### src/common/scsc_consts.vh
// constants for the scan converter status and control register pair
// assumes byte-wide register addressing at the printed offsets
`ifndef SCSC_CONSTS_VH
`define SCSC_CONSTS_VH

// register byte offsets
`define SCSC_SW_CONTROL_LO     8'h60
`define SCSC_SW_STATUS_LO      8'h62
`define SCSC_SW_STATUS_HI      8'h63
`define SCSC_HW_SHADOW_LO      8'h64
`define SCSC_HW_SHADOW_HI      8'h65

// status low byte bit positions
`define SCSC_ST_READY          0
`define SCSC_ST_ERROR          1
`define SCSC_ST_MCS            2
`define SCSC_ST_MCC            3
`define SCSC_ST_CAL            4
`define SCSC_ST_VSYNC          5
`define SCSC_ST_HSYNC          6

// software control bit position of the clear-complete request
`define SCSC_SC_CLR_COMPLETE   3

// shadow low byte bit positions
`define SCSC_HL_CLK_OFF        1
`define SCSC_HL_ADC_OFF        2
`define SCSC_HL_COMP_OFF       3
`define SCSC_HL_YC_OFF         4
`define SCSC_HL_NOTCH          5
`define SCSC_HL_BANDPASS       6
`define SCSC_HL_PEDESTAL       7

// shadow high byte field positions
`define SCSC_HH_CLKSRC_LSB     0
`define SCSC_HH_SCAN           2
`define SCSC_HH_STD            3
`define SCSC_HH_FMT_LSB        4

// reset values and writable masks
`define SCSC_SHADOW_RESET      16'h0080
`define SCSC_SHADOW_LO_MASK    8'hFE
`define SCSC_SHADOW_HI_MASK    8'h3F

// mode parameter limits
`define SCSC_MIN_IN_COUNT      16'h0020
`define SCSC_MIN_ACTIVE_PCT    7'h14
`define SCSC_MIN_OUT_COUNT     16'h0080

// sync measurement interval
`define SCSC_CLK_KHZ           125000
`define SCSC_MEAS_MS           100
`define SCSC_MEAS_CYCLES       (`SCSC_MEAS_MS * `SCSC_CLK_KHZ)

`endif

### src/hdl/scsc_status_control.v
// status word and hardware control shadow of the scan converter
// assumes a byte register port on CLK_SYS and controller event strobes
// from logic on the same clock; sync pins arrive asynchronously
// How it works
// - ready reads 0 during controller initialisation, 1 once finished
// - error set when input counts, active fractions or output counts small
// - mode-change-start set when controller detects input mode change
// - mode-change-start cleared only when parameters are all computed
// - mode-change-complete set at finish, held until clear request
// - calibration bit 0 on defaults, 1 once calibration applied
// - vsync activity bit reports activity in last 100ms interval
// - hsync activity bit reports activity in last 100ms interval
// - status high byte shows controller program checksum
// - low bits 1 and 2 power down clocks and converter
// - low bits 3 and 4 power down composite and luma/chroma DACs
// - low bits 5 and 6 insert notch and bandpass filters
// - low bit 7 inserts the black pedestal
// - two-bit field selects encoder clock reference source
// - high bit 2 selects scan type, bit 3 selects standard
// - output format field chooses Y/C, RGB or YUV
// - clear request clears complete flag and then returns to 0
// - clock, scan or standard change reloads output timing defaults
`timescale 1ns/1ps
`include "scsc_consts.vh"

module scsc_status_control #(
	parameter MEAS_CYCLES = `SCSC_MEAS_CYCLES
) (
	input  wire        CLK_SYS,
	input  wire        SYS_RST,
	input  wire [7:0]  REG_ADDR,
	input  wire [7:0]  REG_WDATA,
	input  wire        REG_WR,
	input  wire        REG_RD,
	output reg  [7:0]  REG_RDATA,
	output reg         REG_RVALID,
	input  wire        INIT_DONE,
	input  wire        MODE_CHANGE_DETECT,
	input  wire        PARAMS_DONE,
	input  wire        CAL_APPLIED,
	input  wire [15:0] INPUT_HORIZONTAL_COUNT,
	input  wire [15:0] INPUT_VERTICAL_COUNT,
	input  wire [6:0]  HORIZONTAL_ACTIVE_FRACTION,
	input  wire [6:0]  VERTICAL_ACTIVE_FRACTION,
	input  wire [15:0] OUTPUT_PIXELS_PER_LINE,
	input  wire [15:0] OUTPUT_LINES_PER_FRAME,
	input  wire [7:0]  FIRMWARE_CHECKSUM,
	input  wire        VSYNC_PIN,
	input  wire        HSYNC_PIN,
	output wire        CLOCK_POWER_DOWN,
	output wire        ADC_POWER_DOWN,
	output wire        COMPOSITE_DAC_POWER_DOWN,
	output wire        LUMA_CHROMA_DAC_POWER_DOWN,
	output wire        LUMA_NOTCH_INSERT,
	output wire        CHROMA_BANDPASS_INSERT,
	output wire        BLACK_PEDESTAL_INSERT,
	output wire [1:0]  ENCODER_CLOCK_SOURCE,
	output wire        SCAN_TYPE_SELECT,
	output wire        TV_STANDARD_SELECT,
	output wire [1:0]  OUTPUT_FORMAT,
	output reg         TIMING_RELOAD
);

	// status flags
	reg        ready_r;
	reg        error_r;
	reg        mode_change_start_r;
	reg        mode_change_complete_r;
	reg        calibration_acquired_r;
	reg        vertical_sync_activity_r;
	reg        horizontal_sync_activity_r;
	reg [7:0]  firmware_checksum_r;
	reg        clear_complete_request_r;

	// control shadow bytes
	reg [7:0]  shadow_lo_r;
	reg [7:0]  shadow_hi_r;
	reg [7:0]  shadow_hi_nxt;

	// sync pin synchronisers and edge history
	reg        vs_meta_r;
	reg        vs_sync_r;
	reg        vs_prev_r;
	reg        hs_meta_r;
	reg        hs_sync_r;
	reg        hs_prev_r;
	reg        vs_seen_r;
	reg        hs_seen_r;
	reg [31:0] meas_cnt_r;
	reg [1:0]  sync_fill_r;

	wire       wr_ctrl;
	wire       wr_lo;
	wire       wr_hi;
	wire       meas_end;
	wire       vs_edge;
	wire       hs_edge;
	wire       param_bad;
	wire       complete_clear;
	wire       sync_armed;

	// shadow reset word, split into its two bytes at reset
	localparam [15:0] SHADOW_RESET = `SCSC_SHADOW_RESET;

	// a count below its floor flags the mode as not computable
	function below16;
		input [15:0] value;
		input [15:0] floor;
		begin
			below16 = (value < floor);
		end
	endfunction

	assign wr_ctrl  = REG_WR && (REG_ADDR == `SCSC_SW_CONTROL_LO);
	assign wr_lo    = REG_WR && (REG_ADDR == `SCSC_HW_SHADOW_LO);
	assign wr_hi    = REG_WR && (REG_ADDR == `SCSC_HW_SHADOW_HI);
	assign meas_end = (meas_cnt_r == MEAS_CYCLES - 1);
	// edges count only once the history holds real pin samples, so a pin
	// idling high gives no false activity right after reset
	assign sync_armed = (sync_fill_r == 2'b11);
	assign vs_edge  = sync_armed && (vs_sync_r ^ vs_prev_r);
	assign hs_edge  = sync_armed && (hs_sync_r ^ hs_prev_r);

	// error condition over the mode parameters
	assign param_bad =
		below16(INPUT_HORIZONTAL_COUNT, `SCSC_MIN_IN_COUNT) ||
		below16(INPUT_VERTICAL_COUNT, `SCSC_MIN_IN_COUNT) ||
		(HORIZONTAL_ACTIVE_FRACTION < `SCSC_MIN_ACTIVE_PCT) ||
		(VERTICAL_ACTIVE_FRACTION < `SCSC_MIN_ACTIVE_PCT) ||
		below16(OUTPUT_PIXELS_PER_LINE, `SCSC_MIN_OUT_COUNT) ||
		below16(OUTPUT_LINES_PER_FRAME, `SCSC_MIN_OUT_COUNT);

	// the pending clear request is serviced one cycle after it is taken
	assign complete_clear = clear_complete_request_r;

	// ready, error, checksum and calibration tracking
	always @(posedge CLK_SYS) begin
		if (SYS_RST) begin
			ready_r                <= 1'b0;
			error_r                <= 1'b0;
			firmware_checksum_r    <= 8'h00;
			calibration_acquired_r <= 1'b0;
		end else begin
			if (INIT_DONE)
				ready_r <= 1'b1;
			error_r                <= param_bad;
			firmware_checksum_r    <= FIRMWARE_CHECKSUM;
			calibration_acquired_r <= CAL_APPLIED;
		end
	end

	// mode change start and complete; a new event wins over a clear
	always @(posedge CLK_SYS) begin
		if (SYS_RST) begin
			mode_change_start_r    <= 1'b0;
			mode_change_complete_r <= 1'b0;
		end else begin
			if (MODE_CHANGE_DETECT)
				mode_change_start_r <= 1'b1;
			else if (PARAMS_DONE)
				mode_change_start_r <= 1'b0;
			if (PARAMS_DONE && mode_change_start_r)
				mode_change_complete_r <= 1'b1;
			else if (complete_clear)
				mode_change_complete_r <= 1'b0;
		end
	end

	// clear request bit: set by a host write of 1, dropped by the block
	always @(posedge CLK_SYS) begin
		if (SYS_RST) begin
			clear_complete_request_r <= 1'b0;
		end else if (wr_ctrl && REG_WDATA[`SCSC_SC_CLR_COMPLETE]) begin
			clear_complete_request_r <= 1'b1;
		end else begin
			clear_complete_request_r <= 1'b0;
		end
	end

	// two-flop synchronisers for the sync pins, then edge history
	always @(posedge CLK_SYS) begin
		if (SYS_RST) begin
			vs_meta_r <= 1'b0;
			vs_sync_r <= 1'b0;
			vs_prev_r <= 1'b0;
			hs_meta_r <= 1'b0;
			hs_sync_r <= 1'b0;
			hs_prev_r <= 1'b0;
		end else begin
			vs_meta_r <= VSYNC_PIN;
			vs_sync_r <= vs_meta_r;
			vs_prev_r <= vs_sync_r;
			hs_meta_r <= HSYNC_PIN;
			hs_sync_r <= hs_meta_r;
			hs_prev_r <= hs_sync_r;
		end
	end

	// settle count after reset: three edges fill the synchroniser history
	always @(posedge CLK_SYS) begin
		if (SYS_RST) begin
			sync_fill_r <= 2'b00;
		end else if (!sync_armed) begin
			sync_fill_r <= sync_fill_r + 2'b01;
		end
	end

	// measurement window; activity seen in a window is published at its end
	always @(posedge CLK_SYS) begin
		if (SYS_RST) begin
			meas_cnt_r                 <= 32'h00000000;
			vs_seen_r                  <= 1'b0;
			hs_seen_r                  <= 1'b0;
			vertical_sync_activity_r   <= 1'b0;
			horizontal_sync_activity_r <= 1'b0;
		end else if (meas_end) begin
			meas_cnt_r                 <= 32'h00000000;
			vertical_sync_activity_r   <= vs_seen_r | vs_edge;
			horizontal_sync_activity_r <= hs_seen_r | hs_edge;
			vs_seen_r                  <= 1'b0;
			hs_seen_r                  <= 1'b0;
		end else begin
			meas_cnt_r <= meas_cnt_r + 32'h00000001;
			if (vs_edge)
				vs_seen_r <= 1'b1;
			if (hs_edge)
				hs_seen_r <= 1'b1;
		end
	end

	// next value of the high shadow byte, reserved bits kept at zero
	always @* begin
		shadow_hi_nxt = shadow_hi_r;
		if (wr_hi)
			shadow_hi_nxt = REG_WDATA & `SCSC_SHADOW_HI_MASK;
	end

	// control shadow registers and output-mode reload strobe
	always @(posedge CLK_SYS) begin
		if (SYS_RST) begin
			shadow_lo_r   <= SHADOW_RESET[7:0];
			shadow_hi_r   <= SHADOW_RESET[15:8];
			TIMING_RELOAD <= 1'b0;
		end else begin
			if (wr_lo)
				shadow_lo_r <= REG_WDATA & `SCSC_SHADOW_LO_MASK;
			shadow_hi_r   <= shadow_hi_nxt;
			TIMING_RELOAD <= (shadow_hi_nxt[3:0] != shadow_hi_r[3:0]);
		end
	end

	// read port; reads change nothing, status writes are ignored
	always @(posedge CLK_SYS) begin
		if (SYS_RST) begin
			REG_RDATA  <= 8'h00;
			REG_RVALID <= 1'b0;
		end else begin
			REG_RVALID <= REG_RD;
			if (REG_RD) begin
				case (REG_ADDR)
				`SCSC_SW_CONTROL_LO: begin
					REG_RDATA <= {4'h0, clear_complete_request_r, 3'h0};
				end
				`SCSC_SW_STATUS_LO: begin
					REG_RDATA <= {1'b0,
						horizontal_sync_activity_r,
						vertical_sync_activity_r,
						calibration_acquired_r,
						mode_change_complete_r,
						mode_change_start_r,
						error_r,
						ready_r};
				end
				`SCSC_SW_STATUS_HI: begin
					REG_RDATA <= firmware_checksum_r;
				end
				`SCSC_HW_SHADOW_LO: begin
					REG_RDATA <= shadow_lo_r;
				end
				`SCSC_HW_SHADOW_HI: begin
					REG_RDATA <= shadow_hi_r;
				end
				default: begin
					REG_RDATA <= 8'h00;
				end
				endcase
			end
		end
	end

	// power-down controls
	assign CLOCK_POWER_DOWN         = shadow_lo_r[`SCSC_HL_CLK_OFF];
	assign ADC_POWER_DOWN           = shadow_lo_r[`SCSC_HL_ADC_OFF];
	assign COMPOSITE_DAC_POWER_DOWN = shadow_lo_r[`SCSC_HL_COMP_OFF];
	assign LUMA_CHROMA_DAC_POWER_DOWN = shadow_lo_r[`SCSC_HL_YC_OFF];

	// encoder filter and pedestal controls
	assign LUMA_NOTCH_INSERT        = shadow_lo_r[`SCSC_HL_NOTCH];
	assign CHROMA_BANDPASS_INSERT   = shadow_lo_r[`SCSC_HL_BANDPASS];
	assign BLACK_PEDESTAL_INSERT    = shadow_lo_r[`SCSC_HL_PEDESTAL];

	// output mode selection
	assign ENCODER_CLOCK_SOURCE =
		shadow_hi_r[`SCSC_HH_CLKSRC_LSB+1:`SCSC_HH_CLKSRC_LSB];
	assign SCAN_TYPE_SELECT   = shadow_hi_r[`SCSC_HH_SCAN];
	assign TV_STANDARD_SELECT = shadow_hi_r[`SCSC_HH_STD];
	assign OUTPUT_FORMAT =
		shadow_hi_r[`SCSC_HH_FMT_LSB+1:`SCSC_HH_FMT_LSB];

endmodule
### config.mk
export PLATFORM = sky130hd
export DESIGN_NAME = scsc_status_control
export DESIGN_NICKNAME = d
export VERILOG_FILES = /design/src/hdl/scsc_status_control.v
export VERILOG_INCLUDE_DIRS = /design/src /design/src/common
export SDC_FILE = /design/constraint.sdc
export NUM_CORES = 1
export LEC_CHECK = 0
export ABC_AREA = 1
export BUFFER_PORTS_ARGS = -buffer_cell sky130_fd_sc_hd__buf_2
export CAP_MARGIN = 20
export CORE_MARGIN = 5
export CORE_UTILIZATION = 30
export DETAILED_ROUTE_END_ITERATION = 10
export GPL_TIMING_DRIVEN = 0
export SYNTH_ARGS = -nofsm -noshare
export SYNTH_HDL_FRONTEND = slang
export SYNTH_SLANG_ARGS = --single-unit
### constraint.sdc
create_clock -name CLK_SYS -period 1.91 [get_ports CLK_SYS]
set_input_delay 0.0955 -clock CLK_SYS [delete_from_list [all_inputs] [get_ports CLK_SYS]]
set_output_delay 0.0955 -clock CLK_SYS [all_outputs]
set_load 0.05 [all_outputs]
Word-level counts from Yosys, hierarchy flattened

Cells that the tools add are included.

Input bits: 112
Output and inout port bits: 23
Word-level logic and storage cells: 67
Register bits: 81

Equality and inequality tests: 8
Bitwise operators: 4
$lt $le $gt $ge: 6
$add $sub $neg: 2
Reduce and logical (&&, ||, !) cells: 15
Mux-type cells: 7

Operators with widths:

| cell                  | count |
|---|---|
| $eq 8x7->1 const B    | 5 |
| $pmux 8 s5            | 1 |
| $add 32x1->32 const B | 1 |
| $eq 32x24->1 const B  | 1 |
| $lt 16x6->1 const B   | 2 |
| $lt 16x8->1 const B   | 2 |
| $lt 7x5->1 const B    | 2 |
| $logic_and 1x1->1     | 7 |
| $logic_or 1x1->1      | 5 |
| $mux 1                | 5 |
| $mux 4                | 1 |
| $ne 4x4->1            | 1 |
| $reduce_bool 2->1     | 2 |
| $add 2x1->2 const B   | 1 |
| $eq 2x2->1 const B    | 1 |
| $or 1x1->1            | 2 |
| $reduce_or 2->1       | 1 |
| $xor 1x1->1           | 2 |

Longest topological paths before layout

Gate-level depths: netlist (run 1).

Depth in word-level cells: 6
Gate-level depth with buffers: 10
Depth with buffers taken out: 10

Worst setup path before layout (run 1)

No wires, ideal clock.

Path kind: register to register
From: register meas_cnt_r[0]
To: register meas_cnt_r[18]
Data arrival time: 1.378 ns
Required time: 1.785 ns
Path buffers: 1
Clock period less this slack: 1.503 ns
Library setup time: 0.125 ns
Cell stages (with the launch flop): 10
Setup slack: 0.407 ns
Cell sequence: dfxtp_1 ha_1 nand2_1 nor2_2 nand4_2 nor3_4 nand2_2 nand2_4 buf_6 a21oi_2

Cells in the longest elaborated chain, start to end: 2
Elaborated cells between the ends (all ways): 3
Those cells by class: add/sub: 1; eq/ne: 1; reduce/logical: 1

RTL lines:

| element                                                               | RTL line                  | source |
|---|---|---|
| start, declared                                                       | scsc_status_control.v:89  | `reg [31:0] meas_cnt_r;` |
| start signal, assigned                                                | scsc_status_control.v:223 | `meas_cnt_r <= meas_cnt_r + 32'h00000001;` |
| parallel branches: the longest is 2 deep, another holds $add 32x1->32 | -                         |  |

Parallel ways; which one is timed is not known.
A chain may end at the register's enable or synchronous reset.

Worst setup path after layout (run 1)

From: register meas_cnt_r[0]
To: register meas_cnt_r[31]

The elaborated chain is that of the path after synthesis.

==> flow_metrics.py, run 1 <==
metrics = {
    "floorplan": {
        "start_util": 0.303,
        "die_area_um2": 15600,
        "core-area_um2": 13100,
        "die_h_um": 125,
        "dieWidth_um": 125,
        "std_cell_rows": 42,
        "pin_count": 135,
    },
    "placed_design": {
        "port_buffers": 104,
        "gp_congestion": 0.869,
        "dpl_worst_slack_ns": 0.181,
        "place_hpwl_mm": 8.69,
    },
    "sta": {
        "holdWs_ns": 0.0409,
        "slew_violations": 0,
        "max_slew_margin": 0.608,
        "fmax_mhz": 575,
        "finalCriticalPeriod_ns": 1.74,
        "rsz0062_at_grt": "false",
        "tightest_slew_ns": 0.588,
        "fin_crit_sh": 0.910,
        "skew_ns": 0.0108,
        "setup_ws_ns": 0.172,
        "tns_ns": 0,
        "hold_viol_final": 0,
        "setup_viol": 0,
    },
    "setup_path": {
        "startpoint_type": "register",
        "criticalPathCategory": "register to register",
        "critical_path.max_fanout": 10,
        "cp_top_family": "simple AND/OR/NAND/NOR gates",
        "crit_slowest_cell": "dfxtp_1",
        "crit_path_max_incr_delay_ns": 0.40,
        "worstPathCellList": "ha_2 -> nand2_1 -> nor2_2 -> nand4_2 -> nor3_4 -> nand2_2 -> nand2_4 -> buf_6 -> a21oi_2",
        "worst-path-buf-inv": 1,
        "endpoint_kind": "register",
        "cp.arrival_ns": 1.96,
        "required_ns": 2.13,
    },
    "clock_network": {
        "tritoncts": "done",
        "postCtsSetupBuffers": 0,
        "ctsRootBufferMaster": "clkbuf_16",
        "htreeDepth": 3,
        "cts_buffer_depth": 2,
        "cts_buffers": 9,
        "clk_latency_ns": 0.34,
        "clock-sinks": 81,
        "path_clk_slew_ns": 0.07,
    },
    "synth": {
        "avgSynthCellArea_um2": 6.96,
        "post-synth-top-area-cell": "dfxtp_1",
        "ys_top_cells_by_area": "dfxtp_1 41%, nand2_1 12%, nor2_1 8.1%",
        "synth_area_um2": 3960,
        "synth_seq_cells": 81,
        "yosysSeqAreaShare": 0.410,
        "synth_top_area_frac": 0.410,
        "syn-num-nets": 683,
        "yosys.cell_types.count": 34,
        "ys_warn_count": 0,
        "synthesis.instances": 569,
        "synth_edf_count": 0,
        "synth_ff_type": "dfxtp_1",
        "ys_async_sr_fraction": 0,
    },
    "power_and_ir_drop": {
        "irDropWorstVdd_uv": 385,
        "p_leak_nw": 2.11,
        "pwr_density_cell_nw_per_um2": 738,
    },
    "routing": {
        "vias": 4037,
        "drtPass1Iterations": 4,
        "finalWirelength_mm": 11.2,
        "via_per_inst": 4.58,
        "drc": 0,
        "drtIter0Drc": 298,
        "routedWlPerCell_um": 12.7,
        "ant_nets": 0,
    },
    "final_layout": {
        "nets": 814,
        "area_growth_pct": 30.5,
        "nFillCells": 1395,
        "drive_gt1_frac": 0.238,
        "antenna_cells": 0,
    },
    "hold_path": {
        "hold_path_class": "input pin to register",
    },
    "job": {
        "drv_cap": 0,
    },
    "global_route": {
        "grt_pass1_wl_mm": 18.5,
        "grt_start_max_net_pins": 15,
        "grt_util_all_layers": 0.145,
        "overflow": 0,
        "antenna_found_initial": 0,
        "grt_pass1_vias": 3975,
    },
    "run_status": {
        "status": "completed",
    },
}
state kept, by name, indices dropped and copies added (netlist names), 2 cells and up:
name and count:
meas_cnt_r 32, firmware_checksum_r 8, shadow_hi_r 6, shadow_lo_r 7, sync_fill_r 2, REG_RDATA 8
power by group:
group / switching (mW) / total (mW) / internal (mW)
logic: 0.152 / 0.287 / 0.136
clock network: 0.717 / 1.77 / 1.06
registers: 0.0227 / 1.75 / 1.73
total: 0.891 / 3.81 / 2.92
per-layer routing:
layer  up-vias  share of wire  wire, um  global-route usage
li1       2107              -         -                   -
met1      1793           0.43      4830               0.173
met2       124           0.49      5460               0.254
met3        13          0.060       667              0.0412
met4         0          0.018       206              0.0395
met5         -              0         0                   0
cell usage in the layout (no fill, tap or decap), types with 2 or more instances in the layout:
master         netlist  final
or2_1                2      2
inv_1               66     66
clkinvlp_4           0      2
nor3_1              12     12
buf_2                2    106
nor2_1              85     85
clkbuf_16            0      9
xor2_1               5      5
nor2_2               4      4
o21ai_0             15     15
nor4_1               6      6
a21oi_2             10     10
nand2_2              4      4
a21oi_1             32     32
buf_6                4      4
nor2_4               3      3
nand4_1             19     19
nand3_1             49     49
or2_0                2      2
nand3b_1             2      2
xnor2_1              3      3
or2_2                4      4
inv_2                8      8
nand2_1            124    124
a211oi_1             6      6
o21ai_1              2      2
clkbuf_1             6      7
dlygate4sd3_1        0     16
nor3_2               5      5
dfxtp_1             81     81
stage by stage:
stage           util  instance area (um^2)  std cells  power [mW]
6_report       0.395                  5170        881        3.81
3_5_place_dp   0.359                  4700        849        2.06
4_1_cts        0.395                  5160        881        3.85
3_3_place_gp   0.359                  4700        849        2.05
5_1_grt        0.395                  5170        881        3.95
2_1_floorplan      -                  3960        569        1.92
cell type report:
| cell class | instances | area [um^2] | area share |
|---|---|---|---|
| plain buffers | 12 | 77.6 | 0.0150 |
| clock buffers | 11 | 243 | 0.0470 |
| clock inverters | 5 | 62.6 | 0.0121 |
| inverters | 74 | 278 | 0.0538 |
| multi-input cells | 402 | 1980 | 0.384 |
| flip-flops and latches | 81 | 1620 | 0.314 |
| well taps | 176 | 220 | 0.0426 |
| repair buffers | 120 | 681 | 0.132 |
Yosys cell counts (3+ instances only):
master      n
nand4_1    19
or2_2       4
a211oi_1    6
nor2_2      4
clkbuf_1    6
xnor2_1     3
xor2_1      5
nand2_1   124
nor4_1      6
inv_2       8
nor3_2      5
nor2_4      3
dfxtp_1    81
nor3_1     12
a21oi_2    10
o21ai_0    15
nand2_2     4
buf_6       4
nor2_1     85
inv_1      66
a21oi_1    32
nand3_1    49
worst min-delay path, cell delays in order:
cell and delay (ns):
buf_2 0.11, inv_1 0.06, a21oi_1 0.06
repair_timing:
| action | CTS | global route |
|---|---|---|
| endpoints found under the setup margin | 0 | 5 |
| endpoints found under the hold margin | 16 | 0 |
| resized for setup | 0 | 1 |
| hold buffers | 16 | 0 |
worst paths after layout:
| path | from | cells past startpoint | slack [ns] | to |
|---|---|---|---|---|
| max | meas_cnt_r[0] | 9 | 0.17 | meas_cnt_r[31] |
| min | REG_WDATA[2] | 3 | 0.04 | shadow_lo_r[2] |
| max reg2reg | meas_cnt_r[0] | 9 | 0.17 | meas_cnt_r[31] |
| min reg2reg | hs_meta_r | 2 | 0.40 | hs_sync_r |
kinds of logic after synthesis:
logic type                 after synthesis  synth area share
AOI/OAI and AO/OA                       66            0.0973
and+or+nand+nor                        326             0.379
xor gates and xnor gates                 8            0.0177
DFF                                     81             0.410
buffers and inverters                   86            0.0898
adders and majority gates                2           0.00632
No activity file was read; power rests on OpenSTA's default activity.
==> run 2, diff against run 1 <==
--- a/config.mk
+++ b/config.mk
@@ -11,8 +11,11 @@
 export CAP_MARGIN = 20
 export CORE_MARGIN = 5
 export CORE_UTILIZATION = 30
+export CTS_BUF_LIST = sky130_fd_sc_hd__clkbuf_8
 export DETAILED_ROUTE_END_ITERATION = 10
 export GPL_TIMING_DRIVEN = 0
+export PLACE_DENSITY = 0.5
+export SKIP_LAST_GASP = 1
 export SYNTH_ARGS = -nofsm -noshare
 export SYNTH_HDL_FRONTEND = slang
 export SYNTH_SLANG_ARGS = --single-unit
==> flow_metrics.py, run 2 (same netlist as run 1, synthesis figures left out) <==
metrics = {
    "power_and_ir_drop": {
        "p_leak_nw": 2.10,
        "pwr_density_cell_nw_per_um2": 647,
        "irDropWorstVdd_uv": 326,
    },
    "global_route": {
        "grt_pass1_vias": 4149,
        "grt_start_max_net_pins": 15,
        "grt_util_all_layers": 0.153,
        "antenna_found_initial": 0,
        "grt_pass1_wl_mm": 19.4,
        "overflow": 0,
    },
    "floorplan": {
        "core-area_um2": 13100,
        "std_cell_rows": 42,
        "start_util": 0.303,
        "die_h_um": 125,
        "pin_count": 135,
        "die_area_um2": 15600,
        "dieWidth_um": 125,
    },
    "clock_network": {
        "cts_hold_buf": 23,
        "postCtsSetupBuffers": 0,
        "cts.repair.resized": 0,
        "htreeDepth": 3,
        "clock-sinks": 81,
        "tritoncts": "done",
        "ctsRootBufferMaster": "clkbuf_8",
        "path_clk_slew_ns": 0.10,
        "cts_buffer_depth": 2,
        "cts_buffers": 9,
        "clk_latency_ns": 0.38,
    },
    "sta": {
        "finalCriticalPeriod_ns": 1.74,
        "fmax_mhz": 574,
        "tightest_slew_ns": 0.621,
        "fin_crit_sh": 0.912,
        "tns_ns": 0,
        "max_slew_margin": 0.586,
        "rsz0062_at_grt": "false",
        "setup_ws_ns": 0.168,
        "setup_viol": 0,
        "skew_ns": 0.0150,
        "hold_viol_final": 0,
        "slew_violations": 0,
    },
    "run_status": {
        "status": "completed",
    },
    "final_layout": {
        "layout_commonest_cell": "nand2_1",
        "reg_top3": "meas_cnt_r (32), REG_RDATA (8), firmware_checksum_r (8)",
        "regMostFlops": "meas_cnt_r",
        "antenna_cells": 0,
        "most-common-layout-cells": "124 x nand2_1, 106 x buf_2, 85 x nor2_1",
        "nFillCells": 1414,
        "area_growth_pct": 29.5,
        "largest_reg_flops": 32,
        "drive_gt1_frac": 0.233,
        "fin_area_um2": 5120,
        "nets": 821,
    },
    "setup_path": {
        "worst_r2r_path_depth": 9,
        "critical_path.max_fanout": 10,
        "crit_slowest_cell": "dfxtp_1",
        "startpoint_type": "register",
        "cp.arrival_ns": 2.00,
        "worstPathCellList": "ha_1 -> nand2_1 -> nor2_2 -> nand4_2 -> nor3_4 -> nand2_2 -> nand2_4 -> buf_6 -> a21oi_2",
        "endpoint_kind": "register",
        "criticalPathCategory": "register to register",
        "required_ns": 2.17,
        "crit_path_max_incr_delay_ns": 0.41,
    },
    "placed_design": {
        "gp_congestion": 0.909,
        "place_area_um2": 4700,
        "port_buffers": 104,
        "place_hpwl_mm": 9.14,
        "dpl_worst_slack_ns": 0.158,
    },
    "routing": {
        "wl_met2_mm": 5.66,
        "drc": 0,
        "routedWlPerCell_um": 13.2,
        "highest-signal-layer": "met4",
        "drtIter0Drc": 206,
        "ant_nets": 0,
        "wl_met1_mm": 5.14,
        "vias": 4103,
        "finalWirelength_mm": 11.7,
        "drtPass1Iterations": 4,
        "via_per_inst": 4.62,
        "met3WireLength_um": 606,
    },
    "hold_path": {
        "hold_path_class": "input pin to register",
        "min_delay_path_depth": 3,
    },
    "job": {
        "drv_cap": 0,
    },
}
[run 2: changes by cell type in the layout (fill, tap and decap cells not counted)]
| cell | previous run | this run |
|---|---|---|
| clkbuf_1 | 7 | 6 |
| clkbuf_8 | 1 | 9 |
| clkinvlp_4 | 2 | 1 |
| ha_2 | 1 | 0 |
| inv_1 | 66 | 68 |
| dlygate4sd3_1 | 16 | 23 |
| clkinv_4 | 1 | 2 |
| clkbuf_16 | 9 | 0 |
| ha_1 | 1 | 2 |
[run 2: per-layer routing]
layer,up-vias,global-route usage
met5,-,0
li1,2116,-
met2,132,0.257
met3,27,0.0403
met4,0,0.0644
met1,1828,0.184
[run 2: report_power, final]
part           switching, mW  leakage (nW)  internal (mW)
clock                  0.667         0.102          0.604
sequential            0.0224         0.659           1.73
combinational          0.149          1.34          0.142
total                  0.839          2.10           2.48
[run 2: critical path: cells and delay by family, from the launching register on]
| family | cells | cell delay, ns |
|---|---|---|
| and+or+nand+nor | 6 | 0.75 |
| AOI/OAI and AO/OA | 1 | 0.04 |
| adders and majority gates | 1 | 0.23 |
| buffers and inverters | 1 | 0.20 |
| DFF | 1 | 0.41 |
[run 2: final timing paths]
kind / from / slack (ns) / to
worst min-delay path: REG_WDATA[3] / 0.04 / shadow_hi_r[3]
worst min register to register: vs_meta_r / 0.40 / vs_sync_r
worst max register to register: meas_cnt_r[0] / 0.17 / meas_cnt_r[18]
worst max-delay path: meas_cnt_r[0] / 0.17 / meas_cnt_r[18]
[run 2: cell type report]
class,count,area (um^2),share of cell area
multi-input combinational,402,1980,0.387
buffer,12,77.6,0.0151
inverter,74,278,0.0542
timing repair buffer,127,751,0.146
clock inverter,7,71.3,0.0139
tap,176,220,0.0430
sequential,81,1620,0.316
clock buffer,9,124,0.0242
[run 2: metrics by stage]
step	power, mW	cells	hold WS, ns	util
finish	3.32	888	0.0359	0.392
global route	3.48	888	0.0467	0.392
CTS	3.37	888	0.0135	0.392
detailed placement	2.05	849	0.297	0.359
global placement	2.05	849	0.299	0.359
floorplan	1.92	569	0.174	-
==> run 3, diff against run 2 <==
--- a/config.mk
+++ b/config.mk
@@ -13,8 +13,8 @@
 export CORE_UTILIZATION = 30
 export CTS_BUF_LIST = sky130_fd_sc_hd__clkbuf_8
 export DETAILED_ROUTE_END_ITERATION = 10
-export GPL_TIMING_DRIVEN = 0
 export PLACE_DENSITY = 0.5
+export RECOVER_POWER = 100
 export SKIP_LAST_GASP = 1
 export SYNTH_ARGS = -nofsm -noshare
 export SYNTH_HDL_FRONTEND = slang
==> flow_metrics.py, run 3 (same netlist as run 1, synthesis figures left out) <==
metrics = {
    "sta": {
        "slew_violations": 41,
        "fin_crit_sh": 0.880,
        "tightest_slew_ns": 1.82,
        "setup_ws_ns": 0.229,
        "rsz0062_at_grt": "false",
        "finalCriticalPeriod_ns": 1.68,
        "tns_ns": 0,
        "setup_viol": 0,
        "max_slew_margin": -0.211,
        "skew_ns": 0.00804,
        "fmax_mhz": 595,
        "hold_viol_final": 0,
    },
    "final_layout": {
        "layout_commonest_cell": "nand2_1",
        "fin_area_um2": 4990,
        "nets": 812,
        "area_growth_pct": 26.1,
        "most-common-layout-cells": "126 x nand2_1, 88 x nor2_1, 82 x buf_2",
        "regMostFlops": "meas_cnt_r",
        "reg_top3": "meas_cnt_r (32), REG_RDATA (8), firmware_checksum_r (8)",
        "antenna_cells": 0,
        "largest_reg_flops": 32,
        "drive_gt1_frac": 0.189,
    },
    "power_and_ir_drop": {
        "p_leak_nw": 1.97,
        "p_clk_frac": 0.367,
        "pwr_density_cell_nw_per_um2": 643,
        "intPower_mw": 2.38,
        "total_power_mw": 3.21,
        "p_switching_mw": 0.832,
        "combPwrFrac": 0.087,
        "p_seq_frac": 0.545,
        "swShare": 0.259,
        "irDropWorstVdd_uv": 399,
    },
    "placed_design": {
        "dpl_worst_slack_ns": 0.271,
        "place_hpwl_mm": 8.61,
        "gp_congestion": 0.886,
        "port_buffers": 106,
        "place_area_um2": 4700,
    },
    "clock_network": {
        "htreeDepth": 3,
        "tritoncts": "done",
        "postCtsSetupBuffers": 0,
        "cts_buffer_depth": 2,
        "ctsRootBufferMaster": "clkbuf_8",
        "path_clk_slew_ns": 0.09,
        "clock-sinks": 81,
        "cts_buffers": 9,
        "clk_latency_ns": 0.36,
    },
    "setup_path": {
        "r2r_start": "meas_cnt_r[1]",
        "worstSetupStartpoint": "meas_cnt_r[1]",
        "worstPathCellList": "ha_1 -> nand2_1 -> nor2_1 -> nand4_2 -> nor3_4 -> nand2_1 -> nand2_4 -> buf_12 -> a21oi_1",
        "required_ns": 2.16,
        "cp_top_family": "simple AND/OR/NAND/NOR gates",
        "critical_path.max_fanout": 18,
        "crit_path_max_incr_delay_ns": 0.35,
        "cp.arrival_ns": 1.93,
        "criticalPathCategory": "register to register",
        "endpoint_kind": "register",
        "startpoint_type": "register",
        "worst-path-buf-inv": 1,
        "path_common_cell": "nand2_1",
        "crit_slowest_cell": "dfxtp_1",
    },
    "global_route": {
        "grt_util_all_layers": 0.142,
        "grtUsageMet2": 0.248,
        "grt_start_max_net_pins": 41,
        "overflow": 0,
        "grtUsageMet1": 0.169,
        "antenna_found_initial": 0,
        "grt_pass1_vias": 3982,
        "grt_pass1_wl_mm": 18.4,
        "met3_usage": 0.0390,
        "top_usage_layer": "met2",
    },
    "run_status": {
        "status": "finished with violations",
        "violations": "capacitance limit, slew limit",
    },
    "floorplan": {
        "dieWidth_um": 125,
        "die_area_um2": 15600,
        "pin_count": 135,
        "start_util": 0.303,
        "die_h_um": 125,
        "std_cell_rows": 42,
        "core-area_um2": 13100,
    },
    "hold_path": {
        "hold_start": "REG_WDATA[1]",
        "hold_path_class": "input pin to register",
    },
    "routing": {
        "ant_nets": 0,
        "via_per_inst": 4.60,
        "routedWlPerCell_um": 12.6,
        "finalWirelength_mm": 11.1,
        "drtIter0Drc": 220,
        "drtPass1Iterations": 4,
        "vias": 4043,
        "drc": 0,
    },
    "job": {
        "drv_cap": 1,
    },
}
-- run 3: changes by cell type in the layout (fill, tap and decap cells not counted), sizes merged --
cell         before  now
clkinv            2    3
clkbuf           15   35
dlygate4sd3      23   18
inv              77   75
buf             110   87
bufinv            1    0
clkinvlp          1    2
-- run 3: path summary, 6_finish.rpt --
path	depth (start not counted)	endpoint	slack (ns)
hold / removal	3	shadow_lo_r[1]	0.02
hold reg to reg	2	hs_sync_r	0.40
setup reg to reg	9	meas_cnt_r[18]	0.23
setup / recovery	9	meas_cnt_r[18]	0.23
-- run 3: area by class of cell --
type                       count  area (um^2)
clock buffer                  10          138
clock inverter                 6         42.5
fill                        1414         8090
inverter                      74          278
multi-input combinational    402         1950
sequential                    81         1620
tap                          176          220
timing repair buffer         130          747
-- run 3: per-layer routing --
layer / up-vias / share of wire
met4: 0 / 0.020
met1: 1795 / 0.43
met2: 131 / 0.48
met3: 19 / 0.062
li1: 2098 / -
met5: - / 0
-- run 3: power by group through the flow --
stage | logic, mW | registers [mW] | clock network [mW]
after global routing | 0.317 | 1.76 | 1.28
after global placement | 0.255 | 1.79 | 0
final | 0.281 | 1.75 | 1.18
after detailed placement | 0.260 | 1.79 | 0
after floorplan | 0.122 | 1.80 | 0
after CTS | 0.288 | 1.75 | 1.21
-- run 3: per-stage QoR --
step	utilization	instances	hold WS [ns]
6_report	0.382	879	0.0171
5_1_grt	0.382	879	0.00710
4_1_cts	0.387	879	0.00161
3_5_place_dp	0.359	845	0.298
3_3_place_gp	0.359	845	0.297
2_1_floorplan	-	569	0.174
-- run 3: worst min-delay path: cells and delay by family --
kind                   cells  cell delay, ns
buffers and inverters      2            0.18
AO/OA/AOI/OAI              1            0.06
-- run 3: timing repair --
| item | in CTS | in global routing |
|---|---|---|
| hold buffers | 18 | 0 |
| hold endpoints to repair | 18 | 0 |
| resized for setup | 0 | 0 |
